## config.mk

```make
export PLATFORM = sky130hd
export DESIGN_NAME = ssi_readout
export DESIGN_NICKNAME = d
export VERILOG_FILES = /design/src/logic/ssi_readout_pkg.sv /design/src/logic/frame_decoder.sv /design/src/logic/ssi_readout.sv
export VERILOG_INCLUDE_DIRS = /design/src /design/src/logic
export SDC_FILE = /design/constraint.sdc
export NUM_CORES = 1
export LEC_CHECK = 0
export ABC_AREA = 1
export BUFFER_PORTS_ARGS = -buffer_cell sky130_fd_sc_hd__buf_4
export CAP_MARGIN = 40
export CELL_PAD_IN_SITES_DETAIL_PLACEMENT = 0
export CELL_PAD_IN_SITES_GLOBAL_PLACEMENT = 1
export CORE_ASPECT_RATIO = 0.7
export CORE_MARGIN = 2
export CORE_UTILIZATION = 45
export CTS_CLUSTER_SIZE = 16
export DETAILED_ROUTE_END_ITERATION = 10
export GPL_TIMING_DRIVEN = 0
export PLACE_DENSITY_LB_ADDON = 0.1
export REMOVE_ABC_BUFFERS = 1
export SYNTH_ARGS = -nofsm -noshare
export SYNTH_HDL_FRONTEND = slang
export SYNTH_SLANG_ARGS = --single-unit
export TNS_END_PERCENT = 1
```

## constraint.sdc

```tcl
create_clock -name pclk -period 6.4 [get_ports pclk]
set_input_delay 1.28 -clock pclk [delete_from_list [all_inputs] [get_ports pclk]]
set_output_delay 1.28 -clock pclk [all_outputs]
set_load 0.05 [all_outputs]
```

## src/logic/ssi_readout_params.svh

```systemverilog
`ifndef SSI_READOUT_PARAMS_SVH
`define SSI_READOUT_PARAMS_SVH

// Module clock rate in kHz.
`define PCLK_KHZ 40000

// Link rates in kHz and link half-period in module clock cycles.
`define RATE_125_KHZ 125
`define RATE_250_KHZ 250
`define RATE_500_KHZ 500
`define RATE_1000_KHZ 1000
`define HALF_CYC(khz) ((`PCLK_KHZ) / (2 * (khz)))

// Encoder monostable limits in us and in module clock cycles.
`define MONO_MIN_US 15
`define MONO_MAX_US 64
`define MONO_MIN_CYC ((`MONO_MIN_US * `PCLK_KHZ + 999) / 1000)
`define MONO_MAX_CYC ((`MONO_MAX_US * `PCLK_KHZ) / 1000)

// Frame geometry.
`define FRAME_SHORT 5'h0d
`define FRAME_LONG 5'h19
`define STEP_FIELD 4'hd
`define TURN_FIELD 4'hc

// Register byte offsets.
`define REG_CTRL 12'h000
`define REG_CONFIG 12'h004
`define REG_STATUS 12'h008
`define REG_POSITION 12'h00c
`define REG_RAW 12'h010
`define REG_IRQ_STATUS 12'h014
`define REG_IRQ_CLEAR 12'h018
`define REG_IRQ_ENABLE 12'h01c

// Field positions.
`define CTRL_EN_BIT 0
`define CTRL_LISTEN_BIT 1
`define CTRL_LAYOUT_LSB 2
`define CTRL_RATE_LSB 5
`define CONFIG_STEP_LSB 0
`define CONFIG_TURN_LSB 4
`define STAT_BUSY_BIT 0
`define STAT_FRAME_ERR_BIT 1
`define STAT_WIRE_BREAK_BIT 2
`define STAT_EXT_FAULT_BIT 3
`define STAT_INT_FAULT_BIT 4
`define STAT_VALID_BIT 5
`define IRQ_DONE_BIT 0
`define IRQ_FRAME_ERR_BIT 1
`define IRQ_WIRE_BREAK_BIT 2
`define IRQ_CFG_ERR_BIT 3

// Reset values.
`define CTRL_RST 8'h00
`define STEP_RST 4'hd
`define TURN_RST 4'hc
`define IRQ_EN_RST 4'h0

`endif

```

## src/logic/ssi_readout_pkg.sv

```systemverilog
package ssi_readout_pkg;

    // Layout field encodings.
    typedef enum logic [2:0] {
        LAYOUT_HALF13 = 3'h0,
        LAYOUT_RJ13 = 3'h1,
        LAYOUT_RJ25 = 3'h2,
        LAYOUT_FIR25 = 3'h3,
        LAYOUT_HALF25 = 3'h4
    } layout_type;

    typedef enum logic [1:0] {
        RATE_125K = 2'h0,
        RATE_250K = 2'h1,
        RATE_500K = 2'h2,
        RATE_1M = 2'h3
    } rate_type;

    typedef enum {
        ST_IDLE,
        ST_MONO,
        ST_LOW,
        ST_HIGH,
        ST_LISTEN_WAIT,
        ST_LISTEN_RX
    } fsm_type;

    // Software settings.
    typedef struct packed {
        logic enable;
        logic listen;
        layout_type layout;
        rate_type rate;
        logic [3:0] step_bits;
        logic [3:0] turn_bits;
    } settings_type;

    // Whole block state.
    typedef struct packed {
        fsm_type state;
        settings_type cfg;
        logic [7:0] div_cnt;
        logic [4:0] bit_cnt;
        logic [11:0] gap_cnt;
        logic [24:0] shift;
        logic [24:0] raw;
        logic [24:0] position;
        logic clk_out;
        logic clk_oe;
        logic clk_s1;
        logic clk_s2;
        logic clk_prev;
        logic data_s1;
        logic data_s2;
        logic frame_err;
        logic wire_break;
        logic int_fault;
        logic valid;
        logic [3:0] irq_status;
        logic [3:0] irq_en;
        logic [31:0] prdata;
    } state_type;

endpackage : ssi_readout_pkg

```

## src/logic/frame_decoder.sv

```systemverilog
`timescale 1ns/1ps
`default_nettype none
`include "ssi_readout_params.svh"

module frame_decoder (
    input wire logic [24:0] frame,
    input wire ssi_readout_pkg::layout_type layout,
    input wire logic [3:0] step_bits,
    input wire logic [3:0] turn_bits,
    output logic [24:0] position
);

    // Each binary bit is the XOR of the gray bits at and above it.
    function automatic logic [24:0] gray_to_bin(input logic [24:0] g);
        logic [24:0] b;
        b[24] = g[24];
        for (int i = 23; i >= 0; i--) begin
            b[i] = b[i + 1] ^ g[i];
        end
        return b;
    endfunction : gray_to_bin

    function automatic logic [24:0] low_mask(input logic [4:0] w);
        return (25'h0000001 << w) - 25'h0000001;
    endfunction : low_mask

    logic [24:0] bin;
    logic [3:0] pad;
    logic [4:0] width;

    // Tree layouts left-align the steps, so the pad is shifted away.
    always_comb begin
        bin = gray_to_bin(frame);
        pad = 4'(`STEP_FIELD - step_bits);
        width = 5'(step_bits) + 5'(turn_bits);
        case (layout)
            ssi_readout_pkg::LAYOUT_HALF13,
            ssi_readout_pkg::LAYOUT_HALF25: begin
                position = ((bin & low_mask(5'(`STEP_FIELD))) >> pad) & low_mask(5'(step_bits));
            end
            ssi_readout_pkg::LAYOUT_FIR25: begin
                position = (bin >> pad) & low_mask(width);
            end
            default: begin
                position = bin & low_mask(width);
            end
        endcase
    end

endmodule : frame_decoder
`default_nettype wire

```

## src/logic/ssi_readout.sv

```systemverilog
// Operation
// Accept Gray-coded positions only, never binary.
// Frames arrive serially with clock and data.
// Support 13/25-bit half, right, fir-tree layouts.
// Decode 25-bit half fir-tree as single-turn.
// One encoder increment equals one position count.
// Listen-in mode never drives clock, only samples.
// External master clocks frames during listen-in.
// Listen-in uses master settings, ignores rate.
// Listen-in offers fir-tree or right-justified lengths.
// Encoder monostable lies between 15 and 64 us.
// At 125 kHz frames take 112/208 us.
// At 250/500 kHz frames take 56/104, 28/52.
// At 1 MHz frames take 14/26 us.
// Latency at least one frame plus cam.
// Latency at most two frames plus monostable.
// Programmable encoder latency bound likewise kept short.
// Frame error and wire break report as external.
// Gray to binary and layout extraction before output.
// Flag frame error on wrong idle framing.
//
// The placing of the registers and the APB slave port were left to the implementer.
`timescale 1ns/1ps
`default_nettype none
`include "ssi_readout_params.svh"

module ssi_readout (
    input wire logic pclk,
    input wire logic presetn,
    input wire logic psel,
    input wire logic penable,
    input wire logic pwrite,
    input wire logic [11:0] paddr,
    input wire logic [31:0] pwdata,
    output logic [31:0] prdata,
    output logic pready,
    output logic pslverr,
    input wire logic enc_clk_i,
    output logic enc_clk_o,
    output logic enc_clk_oe,
    input wire logic enc_data_i,
    output logic [24:0] position,
    output logic position_valid,
    output logic external_fault_indicator,
    output logic internal_fault_indicator,
    output logic irq
);

    ssi_readout_pkg::state_type s_q;
    ssi_readout_pkg::state_type s_d;
    logic [24:0] dec_position;

    // Link half-period for the chosen rate.
    function automatic logic [7:0] half_cycles(input ssi_readout_pkg::rate_type r);
        case (r)
            ssi_readout_pkg::RATE_125K: return 8'(`HALF_CYC(`RATE_125_KHZ));
            ssi_readout_pkg::RATE_250K: return 8'(`HALF_CYC(`RATE_250_KHZ));
            ssi_readout_pkg::RATE_500K: return 8'(`HALF_CYC(`RATE_500_KHZ));
            default: return 8'(`HALF_CYC(`RATE_1000_KHZ));
        endcase
    endfunction : half_cycles

    // Data bits per frame of this layout.
    function automatic logic [4:0] frame_bits(input ssi_readout_pkg::layout_type l);
        case (l)
            ssi_readout_pkg::LAYOUT_HALF13,
            ssi_readout_pkg::LAYOUT_RJ13: return `FRAME_SHORT;
            default: return `FRAME_LONG;
        endcase
    endfunction : frame_bits

    // An undecodable setting counts as an internal fault.
    function automatic logic cfg_bad(input ssi_readout_pkg::settings_type c);
        logic bad;
        bad = (c.layout > ssi_readout_pkg::LAYOUT_HALF25) || (c.step_bits > `STEP_FIELD)
            || (c.turn_bits > `TURN_FIELD) || (c.step_bits == 4'h0);
        // Only the fir-tree and right-justified lengths exist when listening.
        if (c.listen && (c.layout == ssi_readout_pkg::LAYOUT_HALF13 || c.layout == ssi_readout_pkg::LAYOUT_HALF25)) begin
            bad = 1'b1;
        end
        return bad;
    endfunction : cfg_bad

    frame_decoder u_decoder (
        .frame(s_q.shift),
        .layout(s_q.cfg.layout),
        .step_bits(s_q.cfg.step_bits),
        .turn_bits(s_q.cfg.turn_bits),
        .position(dec_position)
    );

    logic setup_rd;
    logic access_wr;
    logic addr_ok;
    logic clk_fall;
    logic tick;
    logic [3:0] ev_set;
    logic [3:0] ev_clr;
    logic [4:0] nbits;

    // Zero wait states; read data is latched in the setup cycle.
    assign pready = 1'b1;
    assign prdata = s_q.prdata;
    assign setup_rd = psel && !penable;
    assign access_wr = psel && penable && pwrite;
    assign addr_ok = (paddr[1:0] == 2'h0) && (paddr <= `REG_IRQ_ENABLE);
    assign pslverr = psel && penable && !addr_ok;

    // Link helpers read the synchronised copies only.
    assign clk_fall = s_q.clk_prev && !s_q.clk_s2;
    assign tick = (s_q.div_cnt == 8'h00);
    assign nbits = frame_bits(s_q.cfg.layout);

    assign enc_clk_o = s_q.clk_out;
    assign enc_clk_oe = s_q.clk_oe;
    assign position = s_q.position;
    assign position_valid = s_q.valid;
    assign external_fault_indicator = s_q.frame_err || s_q.wire_break;
    assign internal_fault_indicator = s_q.int_fault;
    assign irq = |(s_q.irq_status & s_q.irq_en);

    // Next state of the whole block.
    always_comb begin
        s_d = s_q;
        ev_set = 4'h0;
        ev_clr = 4'h0;

        // Two flip-flops on each pin.
        s_d.clk_s1 = enc_clk_i;
        s_d.clk_s2 = s_q.clk_s1;
        s_d.clk_prev = s_q.clk_s2;
        s_d.data_s1 = enc_data_i;
        s_d.data_s2 = s_q.data_s1;

        // Register reads.
        if (setup_rd) begin
            case (paddr)
                `REG_CTRL: begin
                    s_d.prdata = 32'h00000000;
                    s_d.prdata[`CTRL_EN_BIT] = s_q.cfg.enable;
                    s_d.prdata[`CTRL_LISTEN_BIT] = s_q.cfg.listen;
                    s_d.prdata[`CTRL_LAYOUT_LSB +: 3] = s_q.cfg.layout;
                    s_d.prdata[`CTRL_RATE_LSB +: 2] = s_q.cfg.rate;
                end
                `REG_CONFIG: begin
                    s_d.prdata = 32'h00000000;
                    s_d.prdata[`CONFIG_STEP_LSB +: 4] = s_q.cfg.step_bits;
                    s_d.prdata[`CONFIG_TURN_LSB +: 4] = s_q.cfg.turn_bits;
                end
                `REG_STATUS: begin
                    s_d.prdata = 32'h00000000;
                    s_d.prdata[`STAT_BUSY_BIT] = s_q.state inside {ssi_readout_pkg::ST_LOW, ssi_readout_pkg::ST_HIGH,
                        ssi_readout_pkg::ST_LISTEN_RX};
                    s_d.prdata[`STAT_FRAME_ERR_BIT] = s_q.frame_err;
                    s_d.prdata[`STAT_WIRE_BREAK_BIT] = s_q.wire_break;
                    s_d.prdata[`STAT_EXT_FAULT_BIT] = s_q.frame_err || s_q.wire_break;
                    s_d.prdata[`STAT_INT_FAULT_BIT] = s_q.int_fault;
                    s_d.prdata[`STAT_VALID_BIT] = s_q.valid;
                end
                `REG_POSITION: s_d.prdata = {7'h00, s_q.position};
                `REG_RAW: s_d.prdata = {7'h00, s_q.raw};
                `REG_IRQ_STATUS: s_d.prdata = {28'h0000000, s_q.irq_status};
                `REG_IRQ_ENABLE: s_d.prdata = {28'h0000000, s_q.irq_en};
                default: s_d.prdata = 32'h00000000;
            endcase
        end

        // Writes land at the access edge only.
        if (access_wr) begin
            case (paddr)
                `REG_CTRL: begin
                    s_d.cfg.enable = pwdata[`CTRL_EN_BIT];
                    s_d.cfg.listen = pwdata[`CTRL_LISTEN_BIT];
                    s_d.cfg.layout = ssi_readout_pkg::layout_type'(pwdata[`CTRL_LAYOUT_LSB +: 3]);
                    s_d.cfg.rate = ssi_readout_pkg::rate_type'(pwdata[`CTRL_RATE_LSB +: 2]);
                end
                `REG_CONFIG: begin
                    s_d.cfg.step_bits = pwdata[`CONFIG_STEP_LSB +: 4];
                    s_d.cfg.turn_bits = pwdata[`CONFIG_TURN_LSB +: 4];
                end
                `REG_IRQ_CLEAR: ev_clr = pwdata[3:0];
                `REG_IRQ_ENABLE: s_d.irq_en = pwdata[3:0];
                default: ;
            endcase
        end

        // One enable pulse per link half-period while clocking.
        if (s_q.state inside {ssi_readout_pkg::ST_LOW, ssi_readout_pkg::ST_HIGH}) begin
            s_d.div_cnt = tick ? 8'(half_cycles(s_q.cfg.rate) - 8'h01) : 8'(s_q.div_cnt - 8'h01);
        end

        case (s_q.state)
            // A bad setting is refused at enable and reported as internal.
            ssi_readout_pkg::ST_IDLE: begin
                s_d.clk_out = 1'b1;
                s_d.clk_oe = 1'b0;
                s_d.gap_cnt = 12'h000;
                if (s_q.cfg.enable) begin
                    if (cfg_bad(s_q.cfg)) begin
                        s_d.int_fault = 1'b1;
                        ev_set[`IRQ_CFG_ERR_BIT] = 1'b1;
                        s_d.cfg.enable = 1'b0;
                    end else if (s_q.cfg.listen) begin
                        s_d.int_fault = 1'b0;
                        s_d.state = ssi_readout_pkg::ST_LISTEN_WAIT;
                    end else begin
                        s_d.int_fault = 1'b0;
                        s_d.clk_oe = 1'b1;
                        s_d.state = ssi_readout_pkg::ST_MONO;
                    end
                end
            end
            // Disable releases the clock at once; otherwise wait out the monostable.
            ssi_readout_pkg::ST_MONO: begin
                s_d.clk_out = 1'b1;
                if (!s_q.cfg.enable || s_q.cfg.listen) begin
                    s_d.clk_oe = 1'b0;
                    s_d.state = ssi_readout_pkg::ST_IDLE;
                end else if (s_q.gap_cnt != 12'(`MONO_MAX_CYC)) begin
                    s_d.gap_cnt = 12'(s_q.gap_cnt + 12'h001);
                end else if (!s_q.data_s2) begin
                    s_d.wire_break = 1'b1;
                    ev_set[`IRQ_WIRE_BREAK_BIT] = 1'b1;
                    s_d.gap_cnt = 12'h000;
                end else begin
                    s_d.wire_break = 1'b0;
                    s_d.clk_out = 1'b0;
                    s_d.bit_cnt = 5'h00;
                    s_d.shift = 25'h0000000;
                    s_d.div_cnt = 8'(half_cycles(s_q.cfg.rate) - 8'h01);
                    s_d.state = ssi_readout_pkg::ST_LOW;
                end
            end
            ssi_readout_pkg::ST_LOW: begin
                if (tick) begin
                    s_d.clk_out = 1'b1;
                    s_d.state = ssi_readout_pkg::ST_HIGH;
                end
            end
            // Bits are taken at the end of each high half; one extra period closes the frame.
            ssi_readout_pkg::ST_HIGH: begin
                if (tick) begin
                    if (s_q.bit_cnt != nbits) begin
                        s_d.shift = {s_q.shift[23:0], s_q.data_s2};
                        s_d.bit_cnt = 5'(s_q.bit_cnt + 5'h01);
                        s_d.clk_out = 1'b0;
                        s_d.state = ssi_readout_pkg::ST_LOW;
                    end else begin
                        s_d.gap_cnt = 12'h000;
                        s_d.state = ssi_readout_pkg::ST_MONO;
                        // Data stays low during the monostable time.
                        if (s_q.data_s2) begin
                            s_d.frame_err = 1'b1;
                            ev_set[`IRQ_FRAME_ERR_BIT] = 1'b1;
                        end else begin
                            s_d.frame_err = 1'b0;
                            s_d.raw = s_q.shift;
                            s_d.position = dec_position;
                            s_d.valid = 1'b1;
                            ev_set[`IRQ_DONE_BIT] = 1'b1;
                        end
                    end
                end
            end
            // The other master owns the clock; a long low clock means a broken line.
            ssi_readout_pkg::ST_LISTEN_WAIT: begin
                s_d.clk_oe = 1'b0;
                s_d.gap_cnt = s_q.clk_s2 ? 12'h000 : 12'(s_q.gap_cnt + 12'h001);
                if (!s_q.cfg.enable || !s_q.cfg.listen) begin
                    s_d.state = ssi_readout_pkg::ST_IDLE;
                end else if (s_q.gap_cnt == 12'(`MONO_MAX_CYC)) begin
                    s_d.wire_break = 1'b1;
                    ev_set[`IRQ_WIRE_BREAK_BIT] = 1'b1;
                    s_d.gap_cnt = 12'h000;
                end else if (clk_fall) begin
                    s_d.wire_break = 1'b0;
                    s_d.bit_cnt = 5'h00;
                    s_d.shift = 25'h0000000;
                    s_d.gap_cnt = 12'h000;
                    if (!s_q.data_s2) begin
                        s_d.frame_err = 1'b1;
                        ev_set[`IRQ_FRAME_ERR_BIT] = 1'b1;
                    end else begin
                        s_d.state = ssi_readout_pkg::ST_LISTEN_RX;
                    end
                end
            end
            // Each later fall ends a bit; a pause inside a frame breaks it.
            ssi_readout_pkg::ST_LISTEN_RX: begin
                s_d.clk_oe = 1'b0;
                if (clk_fall) begin
                    s_d.gap_cnt = 12'h000;
                    s_d.shift = {s_q.shift[23:0], s_q.data_s2};
                    s_d.bit_cnt = 5'(s_q.bit_cnt + 5'h01);
                    if (5'(s_q.bit_cnt + 5'h01) == nbits) begin
                        s_d.state = ssi_readout_pkg::ST_LISTEN_WAIT;
                        s_d.frame_err = 1'b0;
                        s_d.raw = {s_q.shift[23:0], s_q.data_s2};
                        s_d.valid = 1'b1;
                        ev_set[`IRQ_DONE_BIT] = 1'b1;
                    end
                end else if (s_q.clk_s2) begin
                    s_d.gap_cnt = 12'(s_q.gap_cnt + 12'h001);
                    if (s_q.gap_cnt == 12'(`MONO_MIN_CYC)) begin
                        s_d.frame_err = 1'b1;
                        ev_set[`IRQ_FRAME_ERR_BIT] = 1'b1;
                        s_d.gap_cnt = 12'h000;
                        s_d.state = ssi_readout_pkg::ST_LISTEN_WAIT;
                    end
                end
            end
            default: s_d.state = ssi_readout_pkg::ST_IDLE;
        endcase

        // A listened frame is decoded one cycle after capture.
        if (s_q.state == ssi_readout_pkg::ST_LISTEN_WAIT && s_q.bit_cnt == nbits && s_q.raw == s_q.shift
            && s_q.valid) begin
            s_d.position = dec_position;
        end

        // Sticky flags: an event wins over a clear in the same cycle.
        s_d.irq_status = (s_q.irq_status & ~ev_clr) | ev_set;
    end

    // One register for the whole state.
    always_ff @(posedge pclk or negedge presetn) begin
        if (!presetn) begin
            s_q <= '0;
            s_q.state <= ssi_readout_pkg::ST_IDLE;
            s_q.cfg.layout <= ssi_readout_pkg::LAYOUT_HALF13;
            s_q.cfg.rate <= ssi_readout_pkg::RATE_125K;
            s_q.cfg.enable <= 1'(`CTRL_RST >> `CTRL_EN_BIT);
            s_q.cfg.step_bits <= `STEP_RST;
            s_q.cfg.turn_bits <= `TURN_RST;
            s_q.irq_en <= `IRQ_EN_RST;
            s_q.clk_out <= 1'b1;
            s_q.clk_s1 <= 1'b1;
            s_q.clk_s2 <= 1'b1;
            s_q.clk_prev <= 1'b1;
        end else begin
            s_q <= s_d;
        end
    end

endmodule : ssi_readout
`default_nettype wire

```

Word level (Yosys, flattened, before mapping)
Cells that the tools add are included.
{"block": "word_totals", "ff_bits": 198, "input_bits": 51, "output_inout_bits": 65}
{"block": "classes", "n_addsub": 9, "n_lt_le_gt_ge": 4, "n_eq_ne": 54, "shifts": 4, "muxes": 122, "n_bitwise": 31, "n_reduce_logical": 57}
{"operator": "$mux W32", "count": 14}
{"operator": "$mux W50", "count": 4}
{"operator": "$pmux W32 S6", "count": 1}
{"operator": "$mux W25", "count": 7}
{"operator": "$pmux W25 S7", "count": 1}
{"operator": "$pmux W25 S2", "count": 2}
{"operator": "$pmux W25 S4", "count": 1}
{"operator": "$mux W12", "count": 8}
{"operator": "$mux W93", "count": 1}
{"operator": "$mux W42", "count": 2}
{"operator": "$and A25 B25 Y25", "count": 3}
{"operator": "$mux W8", "count": 9}
{"operator": "$eq A32 B2 Y1 const B", "count": 2}
{"operator": "$eq A32 B3 Y1 const B", "count": 2}
{"operator": "$pmux W12 S5", "count": 1}
{"operator": "$sub A25 B1 Y25 const B", "count": 2}
{"operator": "$eq A12 B5 Y1 const B", "count": 4}
{"operator": "$mux W1", "count": 43}
{"operator": "$mux W33", "count": 1}
{"operator": "$eq A32 B1 Y1 const B", "count": 1}
{"operator": "$eq A32 B4 Y1 const B", "count": 1}
{"operator": "$logic_not A32 Y1", "count": 1}
{"operator": "$ne A2 B2 Y1 const B", "count": 15}
{"operator": "$mux W13", "count": 2}
{"operator": "other kinds (63)", "count": 153}

Logic depth before layout (Yosys ltp)
{"block": "logic_depth", "ltp_word": 32, "depth_mapped": 45, "depth_no_buf": 44}

Modules after synthesis
A second synthesis with hierarchy kept.
{"block": "unflattened", "hier_cells": 1945, "hier_area_um2": 12762.2}
{"mod": "ssi_readout", "n_inst": 1, "cells_per_inst": 1333, "area_each_um2": 9557.9, "seq_area_each_um2": 4065.1}
{"mod": "frame_decoder", "n_inst": 1, "cells_per_inst": 612, "area_each_um2": 3204.3, "seq_area_each_um2": 0.0}

Worst setup path before layout
OpenSTA, ideal clock, no wires.
{"block": "synth_timing", "path_kind": "register to register", "from": "register s_q[125] (netlist name)", "to": "register s_q (netlist bit position[0])", "t_arrival_ns": 3.917, "required_time_ns": 6.323, "path_slack_ns": 2.406, "path_stages_with_launch": 41, "cell_sequence": "dfrtp_1 buf_4 inv_2 nand2_1 nand3_2 nand2_4 nand2_2 nand3_2 nand2_4 nand2_2 nand3_1 nand3_2 nand2_2 nand2_4 nand3_2 nand3_2 nand2_4 nand2_4 (+5 left out) nand3_2 nand3_2 nand3_1 nand3_2 nand3_2 nand3_2 nand3_2 nand3_1 nand3_1 nand3_1 nand2_1 nor2_1 nand2_1 nand2_1 nand2_1 nand2_1 nand2_1 a21oi_1"}
{"block": "synth_between", "elab_chain_len": 32, "elab_cells_between_ends": 43, "cone_classes": "eq/ne: 3; shift: 2; mux: 6; bitwise: 27; reduce/logical: 5"}
{"item": "start, declared", "line_no": "ssi_readout.sv:49", "rtl": "ssi_readout_pkg::state_type s_q;"}
{"item": "$xor A1 B1 Y1 (24 in a row)", "line_no": "frame_decoder.sv:18", "rtl": "b[i] = b[i + 1] ^ g[i];"}
{"item": "$shr A25 B4 Y25 or $shr A13 B4 Y25 (tied branches)", "line_no": "frame_decoder.sv:42, frame_decoder.sv:39"}
{"item": "$and A25 B25 Y25 (on tied branches)", "line_no": "frame_decoder.sv:42, frame_decoder.sv:39"}
{"item": "$pmux W25 S2", "line_no": "frame_decoder.sv:36", "rtl": "case (layout)"}
{"item": "$mux W50", "line_no": "ssi_readout.sv:252", "rtl": "if (s_q.data_s2) begin"}
{"item": "$mux W50", "line_no": "ssi_readout.sv:243", "rtl": "if (s_q.bit_cnt != nbits) begin"}
{"item": "$mux W93", "line_no": "ssi_readout.sv:242", "rtl": "if (tick) begin"}
{"item": "$mux W25", "line_no": "ssi_readout.sv:192", "rtl": "case (s_q.state)"}
{"item": "$mux W25", "line_no": "ssi_readout.sv:316", "rtl": "if (s_q.state == ssi_readout_pkg::ST_LISTEN_WAIT && s_q.bit_cnt == nbits && s_q.raw == s_q.shift"}
Parallel ways exist; a longest one is shown, timed or not. The select of a mux whose other input is x is not followed.
A chain may end at the register's enable or synchronous reset.

Final worst setup path
{"block": "layout_timing", "from": "register s_q[123] (netlist name)", "to": "register s_q (netlist bit position[2])"}
{"block": "layout_between", "elab_chain_len": 31, "elab_cells_between_ends": 42, "cone_classes": "eq/ne: 3; shift: 2; mux: 6; bitwise: 26; reduce/logical: 5"}
{"item": "$xor A1 B1 Y1 (23 in a row)", "line_no": "frame_decoder.sv:18"}
{"item": "$shr A25 B4 Y25 or $shr A13 B4 Y25 (tied branches)", "line_no": "frame_decoder.sv:42, frame_decoder.sv:39"}
{"item": "$and A25 B25 Y25 (on tied branches)", "line_no": "frame_decoder.sv:42, frame_decoder.sv:39"}
{"item": "$pmux W25 S2", "line_no": "frame_decoder.sv:36"}
{"item": "$mux W50", "line_no": "ssi_readout.sv:252"}
{"item": "$mux W50", "line_no": "ssi_readout.sv:243"}
{"item": "$mux W93", "line_no": "ssi_readout.sv:242"}
{"item": "$mux W25", "line_no": "ssi_readout.sv:192"}
{"item": "$mux W25", "line_no": "ssi_readout.sv:316"}
Parallel ways exist; a longest one is shown, timed or not. The select of a mux whose other input is x is not followed.

==> reports/qor.csv <==
stage,metric,value,unit
layout,final_core_util,51.0,%
timing,finClkSkew,0.00878,ns
clock_tree,clk_pin_slew,0.07,ns
critical_path,slowest_delay,0.47,ns
clock_tree,cts.path.max_buffers,2,
critical_path,crit_path_frequent_cell,nand3_2,
floorplan,die_area,0.0281,sq mm
synthesis,yosysWarnings,0,
clock_tree,insertion_delay,0.45,ns
layout,stdcell_count,2131,
floorplan,fp.dieH,141,um
place,placedCellCount,2099,
timing,hold_violations,0,
timing,max_slew_margin,40.5,%
timing,rsz0062_at_grt,no,
timing,drv_slew,0,
floorplan,core_region_area,0.0265,sq mm
synthesis,synth_seq_cells,162,
drt,drt-total-wl,44700,um
place,place_worst_setup_slack,1.54,ns
clock_tree,cts_resized,0,
place,portBuffers,83,
synthesis,synth_edf_count,0,
critical_path,path_buf_inv,1,
critical_path,end_kind,register,
pwr,powerDensity,171,mW/mm^2
place,dp_hpwl,35200,um
synthesis,synth_cell_type_count,55,
critical_path,start_kind,register,
drt,ant_nets,0,
floorplan,die_width,200,um
place,gp_congestion,0.990,
synthesis,async_reset_ff_share,100,%
timing,min_period,4.99,ns
synthesis,syn_inst,1738,
pwr,p_leak,6.16,nW
layout,layout-drive-gt1-share,12.8,%
drt,routed_via_density,5.73,
grt,grtUsageTotal,32.0,%
synthesis,synth_area_per_cell,6.94,sq um
hold_path,hp-class,register to register,
clock_tree,clock-sinks,162,
drt,wire_per_inst,21.0,um
synthesis,synth_area,0.0121,sq mm
layout,area.growth.synth_to_final,12.1,%
critical_path,path_delay_family,simple AND/OR/NAND/NOR gates,
drt,drt_pass1_iterations,6,
drt,drc,0,
synthesis,ys_seq_area_share,33.7,%
critical_path,worstPathArrival,5.37,ns
floorplan,io-pin-count,116,
floorplan,start_util,45.5,%
run,maxCapViolations,0,
timing,fin_ws,1.41,ns
clock_tree,cts_max_level,4,
synthesis,ys.flop_type,dfrtp_1,
grt,grt_pass1_wl,66900,um
layout,fin_nets,1825,
critical_path,r2r-start,s_q[123]$_DFFE_PN0P_,
clock_tree,cts_hold_buf,0,
clock_tree,cts_buffers,17,
floorplan,rows,50,
run_status,status,"complete, no violations",
grt,first_global_vias,10800,
clock_tree,cts_tree,yes,
drt,vias,12200,
layout,diodes,0,
critical_path,crit_fanout,5,
grt,antenna_found_initial,1,
timing,setup_viol,0,
critical_path,crit_type,register to register,
pwr,ir_worst_vdd,0.000172,V
hold_path,worstHoldStart,s_d[44]$_DFF_PN0_,
grt,grt_max_degree,113,
timing,timing.final.crit_share,78.0,%
critical_path,cpMaxStageDelayCell,dfrtp_1,
timing,setup_tns,0,ns
timing,worst_slew_pin_slew,0.870,ns
timing,max_freq,0.200,GHz
critical_path,worstPathRequired,6.78,ns
grt,grt-ovfl-total,0,
layout,fin_area,0.0135,sq mm
drt,first_iter_violations,1374,
place,placedInstanceArea,0.0130,sq mm
critical_path,startpoint,s_q[123]$_DFFE_PN0P_,
clock_tree,cts_post_setup_buffers_inserted,0,
clock_tree,cts-root-buf,clkbuf_16,
cells by family after synthesis:
family | share of synthesized area [%]
AO/OA/AOI/OAI | 17.8
XOR/XNOR | 1.96
adder cells (fa/ha/maj) | 2.14
buffers and inverters | 12.5
flip-flops | 33.7
multiplexers | 0.332
other | 0.0623
AND/OR/NAND/NOR | 31.5
cell usage after synthesis (31+ instances only):
master / instances / share of area (%)
nand2_1: 352 / 11
inv_1: 214 / 6.7
o21ai_0: 189 / 7.8
dfrtp_1: 153 / 32
nor2_1: 145 / 4.5
nand3_1: 144 / 6.0
buf_4: 59 / 3.7
clkbuf_1: 54 / 1.7
o22ai_1: 51 / 2.6
nor3_1: 49 / 2.0
a21oi_1: 47 / 2.0
nand3_2: 31 / 2.6
nor4_1: 31 / 1.6
routing by layer:
layer | track usage, % | share of wire [%] | routed length (um)
met5 | 1.59 | 0.045 | 20
met4 | 5.69 | 0.93 | 414
met2 | 40.8 | 38 | 17000
met1 | 51.6 | 50 | 22300
met3 | 9.81 | 11 | 5070
worst register-to-register path, delay by kind of cell (launching register included):
family,cells,cell delay (ns)
DFF,1,0.47
and+or+nand+nor,36,3.94
buffers and inverters,1,0.22
AOI/OAI and AO/OA,2,0.30
per-stage QoR:
| stage | power, mW | hold slack (ns) |
|---|---|---|
| floorplan | 1.20 | 0.331 |
| global placement | 1.29 | 0.334 |
| detailed placement | 1.32 | 0.340 |
| CTS | 2.32 | 0.354 |
| global route | 2.39 | 0.365 |
| finish | 2.32 | 0.353 |
power by group:
part	leakage, nW	total, mW	switching (mW)	internal (mW)
clock	0.265	1.01	0.467	0.544
combinational	3.70	0.250	0.181	0.0692
sequential	2.20	1.06	0.0152	1.04
total	6.16	2.32	0.663	1.65
placed cells by master, fill, tap and decap left out, drive strengths merged, types with 2 or more instances in the layout:
cell,synthesis,final
o21ai,191,191
nor4,31,31
conb,2,8
nand4,23,23
nand3,177,177
a22oi,3,3
o32ai,5,5
dfrtp,153,153
nand2,376,376
o221ai,3,3
a21oi,47,47
xor2,21,21
xnor2,6,6
a2111oi,4,4
a31oi,18,18
buf,66,110
or2,4,4
dfstp,9,9
o2111ai,8,8
inv,219,221
nand3b,2,2
a32o,5,5
a211oi,4,4
o22ai,51,51
o211ai,16,16
nor3,49,49
clkinv,2,8
ha,19,19
clkinvlp,0,4
mux2i,4,4
o41ai,3,3
nor2,145,145
o31ai,4,4
clkbuf,54,19
sequential cells by signal (all words and copies together), names as in the netlist:
signal and flops:
position 25, enc_clk_o 1, enc_clk_oe 1, prdata 25, s_d 3, position_valid 1, s_q 105, internal_fault_indicator 1
layout make-up:
cell class	count	area [sq um]
Sequential cell	162	4070
Multi-Input combinational cell	1241	6560
Clock buffer	19	443
Inverter	221	830
Tap cell	364	455
Timing Repair Buffer	111	1050
Fill cell	2771	13000
Clock inverter	13	111
worst paths after layout:
| check | slack (ns) | depth (start not counted) | to |
|---|---|---|---|
| worst max-delay path | 1.41 | 39 | position[2]$_DFFE_PN0P_ |
| worst min-delay path | 0.35 | 0 | s_q[44]$_DFF_PN0_ |
| worst max register to register | 1.41 | 39 | position[2]$_DFFE_PN0P_ |
| worst min register to register | 0.35 | 0 | s_q[44]$_DFF_PN0_ |
| max in group asynchronous | 4.71 | 2 | s_q[77]$_DFFE_PN0P_ |
| min in group asynchronous | 0.73 | 1 | prdata[1]$_DFFE_PN0P_ |
(Power assumes the default switching activity.)
